## src/hdl/ldc_pkg.sv

```systemverilog
// Purpose: Shared constants and types for the ladder converter control block.
// Assumes: 8-bit registers on a plain strobe port, byte offsets as printed.
// Notes:   Reset values and field positions are collected here.
package ldc_pkg;
  localparam logic [11:0] LDC_CTRL_OFS       = 12'hf33;
  localparam logic [11:0] LDC_CODE_OFS       = 12'hf34;
  localparam logic [11:0] LDC_GAIN_OFS       = 12'hf31;
  localparam int          LDC_EN_BIT         = 7;
  localparam int          LDC_PINA_BIT       = 5;
  localparam int          LDC_PINB_BIT       = 4;
  localparam int          LDC_HSS_LSB        = 2;
  localparam int          LDC_LSS_BIT        = 0;
  localparam int          LDC_GAIN_LSB       = 2;
  localparam int          LDC_CODE_W         = 5;
  localparam int          LDC_LEVELS         = 32;
  localparam logic [7:0]  LDC_CTRL_MASK      = 8'hbd;
  localparam logic [7:0]  LDC_CODE_MASK      = 8'h1f;
  localparam logic [7:0]  LDC_GAIN_MASK      = 8'h0c;
  localparam logic [7:0]  LDC_CTRL_RST       = 8'h00;
  localparam logic [7:0]  LDC_CODE_RST       = 8'h00;
  localparam logic [7:0]  LDC_GAIN_RST       = 8'h00;

  typedef enum logic [1:0] {
    LDC_HI_SUPPLY,
    LDC_HI_EXT_PIN,
    LDC_HI_FIXED_REF,
    LDC_HI_RESERVED
  } ldc_hi_src_t;

  typedef enum logic [1:0] {
    LDC_GAIN_OFF,
    LDC_GAIN_X1,
    LDC_GAIN_X2,
    LDC_GAIN_X4
  } ldc_gain_t;
endpackage

```

## src/hdl/ldc_cfg_if.sv

```systemverilog
// Purpose: Carries decoded converter settings between the top and its helpers.
// Assumes: Single clock domain.
// Notes:   Producer is the top, consumers are the pin and steering modules.
`timescale 1ns/1ps
interface ldc_cfg_if;
  import ldc_pkg::*;
  logic                  enable;
  logic                  pinAOn;
  logic                  pinBOn;
  ldc_hi_src_t           highSrc;
  logic                  lowSrc;
  logic [LDC_CODE_W-1:0] levelCode;
  ldc_gain_t             gain;
  modport producer (output enable, pinAOn, pinBOn, highSrc, lowSrc, levelCode, gain);
  modport consumer (input  enable, pinAOn, pinBOn, highSrc, lowSrc, levelCode, gain);
endinterface

```

## src/hdl/ldc_pin_override.sv

```systemverilog
// Purpose: Overrides the digital functions of the two ladder output pins.
// Assumes: Digital pin inputs arrive already synchronised.
// Notes:   Pure combinational gating.
`timescale 1ns/1ps
module ldc_pin_override
  import ldc_pkg::*;
(
  // Settings
  ldc_cfg_if.consumer cfg,
  // Port logic requests per pin, index 0 is pin a
  input  wire logic [1:0] portDriveEn,
  input  wire logic [1:0] portPullUpEn,
  input  wire logic [1:0] pinLevelSync,
  // Gated results
  output logic      [1:0] padDriveEn,
  output logic      [1:0] padPullUpEn,
  output logic      [1:0] padInputEn,
  output logic      [1:0] pinReadData,
  output logic      [1:0] padAnalogConnect
);
  logic [1:0] analogSel;

  assign analogSel = {cfg.pinBOn, cfg.pinAOn};

  genvar i;
  generate
    for (i = 0; i < 2; i++) begin : gPin
      assign padDriveEn[i]       = portDriveEn[i] & ~analogSel[i];
      assign padPullUpEn[i]      = portPullUpEn[i] & ~analogSel[i];
      assign padInputEn[i]       = ~analogSel[i];
      assign pinReadData[i]      = pinLevelSync[i] & ~analogSel[i];
      // The pin carries the voltage only while the ladder itself is on.
      assign padAnalogConnect[i] = analogSel[i] & cfg.enable;
    end
  endgenerate
endmodule // ldc_pin_override

```

## src/hdl/ldc_steer.sv

```systemverilog
// Purpose: Decodes the ladder end selects and the fixed reference gain.
// Assumes: Analog switches are one-hot controls, high closes a switch.
// Notes:   A reserved high-end select opens all high-end switches.
`timescale 1ns/1ps
module ldc_steer
  import ldc_pkg::*;
(
  // Settings
  ldc_cfg_if.consumer cfg,
  // Ladder end switches
  output logic        hiSupplySw,
  output logic        hiExtPinSw,
  output logic        hiFixedRefSw,
  output logic        loExtPinSw,
  output logic        loGroundSw,
  // Fixed reference buffer
  output logic        refBufOn,
  output logic [2:0]  refBufGainSel
);
  always_comb begin
    hiSupplySw   = 1'b0;
    hiExtPinSw   = 1'b0;
    hiFixedRefSw = 1'b0;
    if (cfg.enable) begin
      unique case (cfg.highSrc)
        LDC_HI_SUPPLY:    hiSupplySw   = 1'b1;
        LDC_HI_EXT_PIN:   hiExtPinSw   = 1'b1;
        LDC_HI_FIXED_REF: hiFixedRefSw = 1'b1;
        LDC_HI_RESERVED:  hiSupplySw   = 1'b0;
      endcase
    end
  end

  assign loExtPinSw = cfg.enable & cfg.lowSrc;
  assign loGroundSw = cfg.enable & ~cfg.lowSrc;

  always_comb begin
    refBufOn      = 1'b1;
    refBufGainSel = 3'h0;
    unique case (cfg.gain)
      LDC_GAIN_OFF: refBufOn      = 1'b0;
      LDC_GAIN_X1:  refBufGainSel = 3'h1;
      LDC_GAIN_X2:  refBufGainSel = 3'h2;
      LDC_GAIN_X4:  refBufGainSel = 3'h4;
    endcase
  end
endmodule // ldc_steer

```

## src/hdl/ldc_top.sv

```systemverilog
// Purpose: Register file and control of the 5-bit ladder reference converter.
// Assumes: 50 MHz ref_clk, asynchronous active-low reset, pins sampled here.
// Notes:   The analog ladder is outside; this block drives its switches.
//
// The plain strobed port was left to the implementer.
`timescale 1ns/1ps

////////////////////////////////////////////////////////////////////////////////
module ldc_top
  import ldc_pkg::*;
(
  // Clock and reset
  input  wire logic                  ref_clk,
  input  wire logic                  rst_n,
  // Register port
  input  wire logic [11:0]           regAddr,
  input  wire logic [7:0]            regWrData,
  input  wire logic                  regWrStb,
  input  wire logic                  regRdStb,
  output logic      [7:0]            regRdData,
  // Power state
  input  wire logic                  sleepActive,
  // Pin a and b port logic requests
  input  wire logic [1:0]            portDriveEn,
  input  wire logic [1:0]            portPullUpEn,
  input  wire logic [1:0]            pinLevel,
  // Pin pad controls
  output logic      [1:0]            padDriveEn,
  output logic      [1:0]            padPullUpEn,
  output logic      [1:0]            padInputEn,
  output logic      [1:0]            pinReadData,
  output logic      [1:0]            padAnalogConnect,
  // Ladder controls
  output logic                       ladderOn,
  output logic      [LDC_LEVELS-1:0] ladderTapSel,
  output logic                       hiSupplySw,
  output logic                       hiExtPinSw,
  output logic                       hiFixedRefSw,
  output logic                       loExtPinSw,
  output logic                       loGroundSw,
  output logic                       refBufOn,
  output logic      [2:0]            refBufGainSel,
  // Ladder voltage consumers
  output logic                       cmpPosFromLadder,
  output logic                       adcChanLadderValid
);

  //////////////////////////////////////////////////////////////////////////////
  // Registers

  logic [7:0] ctrl_ff;
  logic [7:0] code_ff;
  logic [7:0] gain_ff;
  logic [7:0] nxt_rdData;
  logic [1:0] pinMeta_ff;
  logic [1:0] pinSyncA_ff;
  logic [1:0] pinSyncB_ff;
  logic [1:0] pinStable_ff;
  logic       wrCtrl;
  logic       wrCode;
  logic       wrGain;

  assign wrCtrl = regWrStb && (regAddr == LDC_CTRL_OFS);
  assign wrCode = regWrStb && (regAddr == LDC_CODE_OFS);
  assign wrGain = regWrStb && (regAddr == LDC_GAIN_OFS);

  // Sleep has no path into the control register, so wake changes nothing.
  always_ff @(posedge ref_clk or negedge rst_n) begin
    if (!rst_n) begin
      ctrl_ff <= LDC_CTRL_RST;
    end else if (wrCtrl) begin
      ctrl_ff <= regWrData & LDC_CTRL_MASK;
    end
  end

  always_ff @(posedge ref_clk or negedge rst_n) begin
    if (!rst_n) begin
      code_ff <= LDC_CODE_RST;
    end else if (wrCode) begin
      code_ff <= regWrData & LDC_CODE_MASK;
    end
  end

  always_ff @(posedge ref_clk or negedge rst_n) begin
    if (!rst_n) begin
      gain_ff <= LDC_GAIN_RST;
    end else if (wrGain) begin
      gain_ff <= regWrData & LDC_GAIN_MASK;
    end
  end

  //////////////////////////////////////////////////////////////////////////////
  // Read path

  always_comb begin
    nxt_rdData = 8'h00;
    unique case (regAddr)
      LDC_CTRL_OFS: nxt_rdData = ctrl_ff;
      LDC_CODE_OFS: nxt_rdData = code_ff;
      LDC_GAIN_OFS: nxt_rdData = gain_ff;
      default:      nxt_rdData = 8'h00;
    endcase
  end

  // Read data stands only in the cycle after the strobe, zero otherwise.
  always_ff @(posedge ref_clk or negedge rst_n) begin
    if (!rst_n) begin
      regRdData <= 8'h00;
    end else if (regRdStb) begin
      regRdData <= nxt_rdData;
    end else begin
      regRdData <= 8'h00;
    end
  end

  //////////////////////////////////////////////////////////////////////////////
  // Pin input synchroniser

  always_ff @(posedge ref_clk or negedge rst_n) begin
    if (!rst_n) begin
      pinMeta_ff   <= 2'h0;
      pinSyncA_ff  <= 2'h0;
      pinSyncB_ff  <= 2'h0;
      pinStable_ff <= 2'h0;
    end else begin
      pinMeta_ff  <= pinLevel;
      pinSyncA_ff <= pinMeta_ff;
      pinSyncB_ff <= pinSyncA_ff;
      for (int i = 0; i < 2; i++) begin
        if (pinSyncA_ff[i] == pinSyncB_ff[i]) begin
          pinStable_ff[i] <= pinSyncB_ff[i];
        end
      end
    end
  end

  //////////////////////////////////////////////////////////////////////////////
  // Decoded settings

  ldc_cfg_if cfg ();

  assign cfg.enable    = ctrl_ff[LDC_EN_BIT];
  assign cfg.pinAOn    = ctrl_ff[LDC_PINA_BIT];
  assign cfg.pinBOn    = ctrl_ff[LDC_PINB_BIT];
  assign cfg.highSrc   = ldc_hi_src_t'(ctrl_ff[LDC_HSS_LSB+:2]);
  assign cfg.lowSrc    = ctrl_ff[LDC_LSS_BIT];
  assign cfg.levelCode = code_ff[LDC_CODE_W-1:0];
  assign cfg.gain      = ldc_gain_t'(gain_ff[LDC_GAIN_LSB+:2]);

  assign ladderOn = cfg.enable;

  // One-hot tap select; all taps open while the ladder is off to save current.
  genvar t;
  generate
    for (t = 0; t < LDC_LEVELS; t++) begin : gTap
      assign ladderTapSel[t] = cfg.enable && (cfg.levelCode == LDC_CODE_W'(t));
    end
  endgenerate

  // The ladder voltage is usable by the comparator and the converter channel.
  assign cmpPosFromLadder   = cfg.enable;
  assign adcChanLadderValid = cfg.enable;

  //////////////////////////////////////////////////////////////////////////////
  // Helpers

  ldc_pin_override uPins (
    .cfg              (cfg),
    .portDriveEn      (portDriveEn),
    .portPullUpEn     (portPullUpEn),
    .pinLevelSync     (pinStable_ff),
    .padDriveEn       (padDriveEn),
    .padPullUpEn      (padPullUpEn),
    .padInputEn       (padInputEn),
    .pinReadData      (pinReadData),
    .padAnalogConnect (padAnalogConnect)
  );

  ldc_steer uSteer (
    .cfg           (cfg),
    .hiSupplySw    (hiSupplySw),
    .hiExtPinSw    (hiExtPinSw),
    .hiFixedRefSw  (hiFixedRefSw),
    .loExtPinSw    (loExtPinSw),
    .loGroundSw    (loGroundSw),
    .refBufOn      (refBufOn),
    .refBufGainSel (refBufGainSel)
  );

  // sleepActive is accepted but deliberately unused: nothing is cleared on sleep.
  logic unusedSleep;
  assign unusedSleep = sleepActive;
endmodule // ldc_top

```

## config.mk

```make
export PLATFORM = sky130hd
export DESIGN_NAME = ldc_top
export DESIGN_NICKNAME = d
export VERILOG_FILES = /design/src/hdl/ldc_pkg.sv /design/src/hdl/ldc_cfg_if.sv /design/src/hdl/ldc_pin_override.sv /design/src/hdl/ldc_steer.sv /design/src/hdl/ldc_top.sv
export SDC_FILE = /design/constraint.sdc
export NUM_CORES = 1
export LEC_CHECK = 0
export BUFFER_PORTS_ARGS = -buffer_cell sky130_fd_sc_hd__buf_2
export CORE_MARGIN = 10
export CORE_UTILIZATION = 38
export DETAILED_ROUTE_END_ITERATION = 7
export PLACE_DENSITY = 0.75
export SLEW_MARGIN = 20
export SYNTH_ARGS = -nofsm -noshare
export SYNTH_HDL_FRONTEND = slang
export SYNTH_SLANG_ARGS = --single-unit
```

## constraint.sdc

```tcl
create_clock -name ref_clk -period 1 [get_ports ref_clk]
set_input_delay 0 -clock ref_clk [delete_from_list [all_inputs] [get_ports ref_clk]]
set_output_delay 0 -clock ref_clk [all_outputs]
set_load 0.02 [all_outputs]
```

After elaboration in Yosys (flattened, before gate mapping) --
Cells that the tools add are included.
Storage, ports and cells: register bits after elaboration 29, bits in latches 0, memory bits (writable) 0, ROM bits 0, input bits 31, output and inout port bits 62, logic and storage cells 111, memories kept 0
Cells by class: add/sub/neg operators 0, multipliers 0, div/mod/pow operators 0, order comparisons 0, equality and inequality tests 41, shifts and indexed selects 0, multiplexer cells 10, bitwise gates (word level) 13, reductions and logical operators 38
Operators by type and width (number):
- equality test 5 bit, second input constant | 16
- equality test 5 x 4 -> 1 bit, second input constant | 8
- equality test 12 bit, second input constant | 3
- logical AND 1 bit | 35
- case mux 8 bit (3 select lines) | 1
- equality test 5 x 3 -> 1 bit, second input constant | 4
- bitwise AND 1 bit | 10
- equality test 5 x 2 -> 1 bit, second input constant | 2
- case mux 3 bit (3 select lines) | 1
- 2-to-1 mux 8 bit | 1
- 2-to-1 mux 1 bit | 7
- equality test 2 bit, second input constant | 3
- equality test 5 x 1 -> 1 bit, second input constant | 1
- zero test 5 bit | 1
- equality test 2 x 1 -> 1 bit, second input constant | 2
- zero test 2 bit | 2
- NOT 1 bit | 3
- equality test 1 bit | 2

Longest topological paths before layout --
word-level depth 3, depth in mapped cells 3, depth with buffers taken out 3

Cells and area by module --
A second synthesis with hierarchy kept.
Unflattened totals: cells, all modules 140, area, all modules 1495.2 sq um
By module, submodules not included:
- ldc_top | times used 1, cells an instance 121, area an instance 1366.3 sq um, sequential area each 700.7 sq um
- ldc_steer | times used 1, cells an instance 9, area an instance 71.3 sq um, sequential area each 0.0 sq um
- ldc_pin_override | times used 1, cells an instance 10, area an instance 57.6 sq um, sequential area each 0.0 sq um

Worst setup path before layout --
Ideal clock, no wire load.
path type reg2out, start point reg ctrl_ff[7], end point out hiSupplySw, data arrival time 1317 ps, required time 1000 ps, path slack -317 ps, stages on the path, launching flop included 3, path buffers 1, cell sequence dfrtp_1 > clkbuf_1 > nor3b_1
Between the ends: longest elaborated chain between the ends 1
Ends and longest elaborated chain:
- start, declared | line ldc_top.sv:51 | logic [7:0] ctrl_ff;
- start signal, assigned | line ldc_top.sv:72 | ctrl_ff <= regWrData & LDC_CTRL_MASK;
- 2-to-1 mux 1 bit | line ldc_steer.sv:24 | if (cfg.enable) begin
- end, declared | line ldc_top.sv:36 | output logic hiSupplySw,
No other way between the ends.

Final worst setup path --
start point reg code_ff[3], end point out ladderTapSel[20]
Between the ends: longest elaborated chain between the ends 2
Ends and longest elaborated chain:
- start, declared | line ldc_top.sv:52 | logic [7:0] code_ff;
- start signal, assigned | line ldc_top.sv:80 | code_ff <= regWrData & LDC_CODE_MASK;
- equality test 5 bit | line ldc_top.sv:156 | assign ladderTapSel[t] = cfg.enable && (cfg.levelCode == LDC_CODE_W'(t));
- logical AND 1 bit | line ldc_top.sv:156
- end, declared | line ldc_top.sv:35 | output logic [LDC_LEVELS-1:0] ladderTapSel,
No other way between the ends.

==> summary.txt <==
STA
  – Setup ws final: -475.2 ps
  – # setup viols final: 66
  – Fin crit period: 1475 ps
  – Slew Viols, Final: 0
  – Final hold viol count: 0
  – Fmax: roughly 680 MHz
  – Crit share post-route: 1.475
  – Layout Skew: between 3 and 4 ps
  – Hold slack final: between 50 and 60 ps
  – RSZ-0062 raised after global routing: true

Detailed routing
  – Via count: 1793
  – 1st-pass router iterations: 4
  – Iter 0 DRT Violations: around 120
  – Routed len/inst: 24.79 um
  – DRC: 0
  – Routed Antenna Nets: 0
  – Vias per inst: around 5.4
  – Routed WL: just over 8000 um

Run status
  – Failing checks: setup timing
  – Status: complete, but fails checks

Setup path
  – CP Cell Sequence: buf_6 -> nor2b_4 -> nand3_4 -> nor2_4 -> buf_6
  – Crit path max-delay family: flip-flops
  – Critical path startpoint category: flop
  – Critical Path Most Common Cell: buf_6
  – CP Buf/Inv Count: 2
  – Worst EP required: 1000 ps
  – Critical Path Max Stage Delay: about 460 ps
  – CP endpoint kind: output port
  – Worst Path Class, Setup: flop to output port
  – Slowest CP cell: dfrtp_2
  – WP data arrival: ~1500 ps
  – Critical path peak fanout: 4

Synthesis
  – Post-Syn Area: 1490 um2
  – EDFF count, synth: 0
  – Syn. warnings: 0
  – Count of different cell masters after synthesis: 27
  – Seq/Total Area, Yosys: 0.4702
  – Largest area contributor in the netlist: dfrtp_1
  – Leading register cell type out of synthesis: dfrtp_1
  – Flops & latches, synth: 28
  – Share of flip-flops with an asynchronous set or reset: 1.000
  – Post-synthesis net count: about 170
  – Area contributors post-synth: dfrtp_1 47%, mux2_2 11%, nor2_1 8.3%, nor2b_1 5.0%, nor4_4 2.9%
  – Top-count cell post-synth: nor2_1
  – Synth top area share: 0.4702
  – Cells after synthesis: 141
  – Commonest cells in the netlist: 33 x nor2_1, 28 x dfrtp_1, 15 x mux2_2, 12 x nor2b_1, 6 x and2_1
  – Syn Area/Cell: about 11 um2

GRT
  – First-pass GRT wire length: 10380 um
  – Gr usage total: 0.1984
  – Number of global-route vias before repair: 1924
  – Pin count of the biggest net entering global routing: 29
  – Initial antenna violation count: 0
  – Global-route congestion overflow total: 0

Placed design
  – IO Port Bufs: a little under 90
  – Routability congestion estimate: around 0.78
  – Detail Placement HPWL: just under 4000 um
  – DP Area: around 2600 um2
  – Post-Place Cells: roughly 300

Floorplanning
  – Die height: around 83 um
  – Die area: 6826 um2
  – Top Ports: 93
  – Starting density of the core: 0.4010
  – Row cnt: 22
  – Core footprint: around 3700 um2
  – DIE WIDTH: around 83 um

Cells and area
  – Area grow syn2layout: 130.9%
  – Post-layout util: 0.9259
  – Share of cells above drive strength 1: 0.8014
  – Layout net count: 314
  – Non-filler cells, final: between 300 and 400
  – ANT cells: 0
  – Design area: 3441 um2

Pwr
  – P_leak: 1.531 nW
  – Power Dens Cells: between 700 and 800 nW/um2
  – Peak supply drop: between 0.7 and 0.8 mV

Clock network
  – Root buf cell: clkbuf_8
  – H-tree levels: 1
  – Worst-Skew Late Latency: ~280 ps
  – Reg clk slew, reported paths: 100 ps
  – CTS tree: yes
  – Longest Clk Path Bufs: 2
  – # clock sinks: 28
  – CTS Buf Count: 3

Flow run
  – MaxCap Viol Count: 0

Worst hold path
  – HP Class: input port to flop
kinds of logic (layout without fill, tap and decap cells):
logic type | Yosys count | in the layout | synth area share
simple gates | 82 | 82 | 0.3451
flops | 28 | 28 | 0.4702
mux | 15 | 15 | 0.1133
buf+inv | 9 | 150 | 0.03022
compound gates | 4 | 4 | 0.02519
fa+ha+maj | 2 | 2 | 0.01343
other cells | 1 | 1 | 0.002516
through the flow:
step | power [mW] | setup slack, ps | setup TNS, ps
finish | 2.417 | -475.2 | -16580
global route | 2.468 | -504.0 | -18690
CTS | 2.345 | -419.7 | -14290
detailed placement | 1.424 | -311.5 | -8689
global placement | 1.418 | -273.6 | -7845
floorplan | 1.277 | -199.2 | -4869
per-layer routing:
metal  GRT usage  share of wire  vias up
met5           0              0        -
li1            -              -      766
met4     0.08696          0.046        0
met2      0.3686           0.52      118
met1      0.2056           0.35      878
met3     0.04968          0.082       31
final timing paths:
| kind | start | end | slack [ps] | depth (start not counted) |
|---|---|---|---|---|
| max | code_ff[3]$_DFFE_PN0P_ | ladderTapSel[20] | -480 | 5 |
| min | regRdStb | regRdData[3]$_DFF_PN0_ | 60 | 2 |
| max reg2reg | code_ff[4]$_DFFE_PN0P_ | regRdData[4]$_DFF_PN0_ | -200 | 4 |
| min reg2reg | pinMeta_ff[0]$_DFF_PN0_ | pinSyncA_ff[0]$_DFF_PN0_ | 360 | 0 |
| max in group asynchronous | rst_n | code_ff[3]$_DFFE_PN0P_ | 420 | 3 |
| min in group asynchronous | rst_n | pinStable_ff[0]$_DFFE_PN0N_ | 290 | 3 |
registers in the layout, summed over array words and instances, names as in the netlist:
name / count
code_ff: 5
ctrl_ff: 6
gain_ff: 2
pinMeta_ff: 2
pinStable_ff: 2
pinSyncA_ff: 2
pinSyncB_ff: 2
regRdData: 7
worst register-to-register path, stage by stage, from the launching register on:
cell	delay [ps]
dfrtp_2	480
buf_6	150
buf_4	130
buf_6	100
a22o_1	220
power by group:
group,leakage (nW),total [mW],switching [mW],internal (mW)
Clock,0.0357,0.908,0.372,0.536
Combinational,1.13,0.338,0.170,0.169
Sequential,0.363,1.17,0.0165,1.15
cell type report:
class	instances	area [um2]
Multi-Input combinational cell	104	1247
Fill cell	120	275.3
Inverter	2	7.507
Clock inverter	1	30.03
Tap cell	48	60.06
Sequential cell	28	708.2
Timing Repair Buffer	144	1346
Clock buffer	3	41.29
layout by cell type (no fill, tap or decap), types with 3 or more instances in the layout:
| master | Yosys | final |
|---|---|---|
| buf_4 | 3 | 27 |
| nor2_4 | 0 | 33 |
| buf_6 | 0 | 66 |
| mux2_2 | 15 | 6 |
| nor2b_4 | 0 | 7 |
| dfrtp_1 | 28 | 22 |
| dlygate4sd3_1 | 0 | 10 |
| buf_2 | 0 | 34 |
| nor4_4 | 2 | 4 |
| buf_12 | 0 | 5 |
| nand3_4 | 0 | 4 |
| nor2b_1 | 12 | 3 |
| and2_4 | 0 | 5 |
| dfrtp_2 | 0 | 6 |
| clkbuf_8 | 0 | 3 |
| nand2b_1 | 3 | 3 |
| mux2_4 | 0 | 9 |
repair_timing:
| action | 4_1_cts | 5_1_grt |
|---|---|---|
| pin swaps | 22 | 10 |
| endpoints found under the hold margin | 40 | 0 |
| resized for setup | 111 | 50 |
| hold buffers | 10 | 0 |
| gates cloned | 1 | 0 |
| setup buffers | 5 | 7 |
| setup endpoints to repair | 60 | 73 |
(Power assumes the default switching activity.)
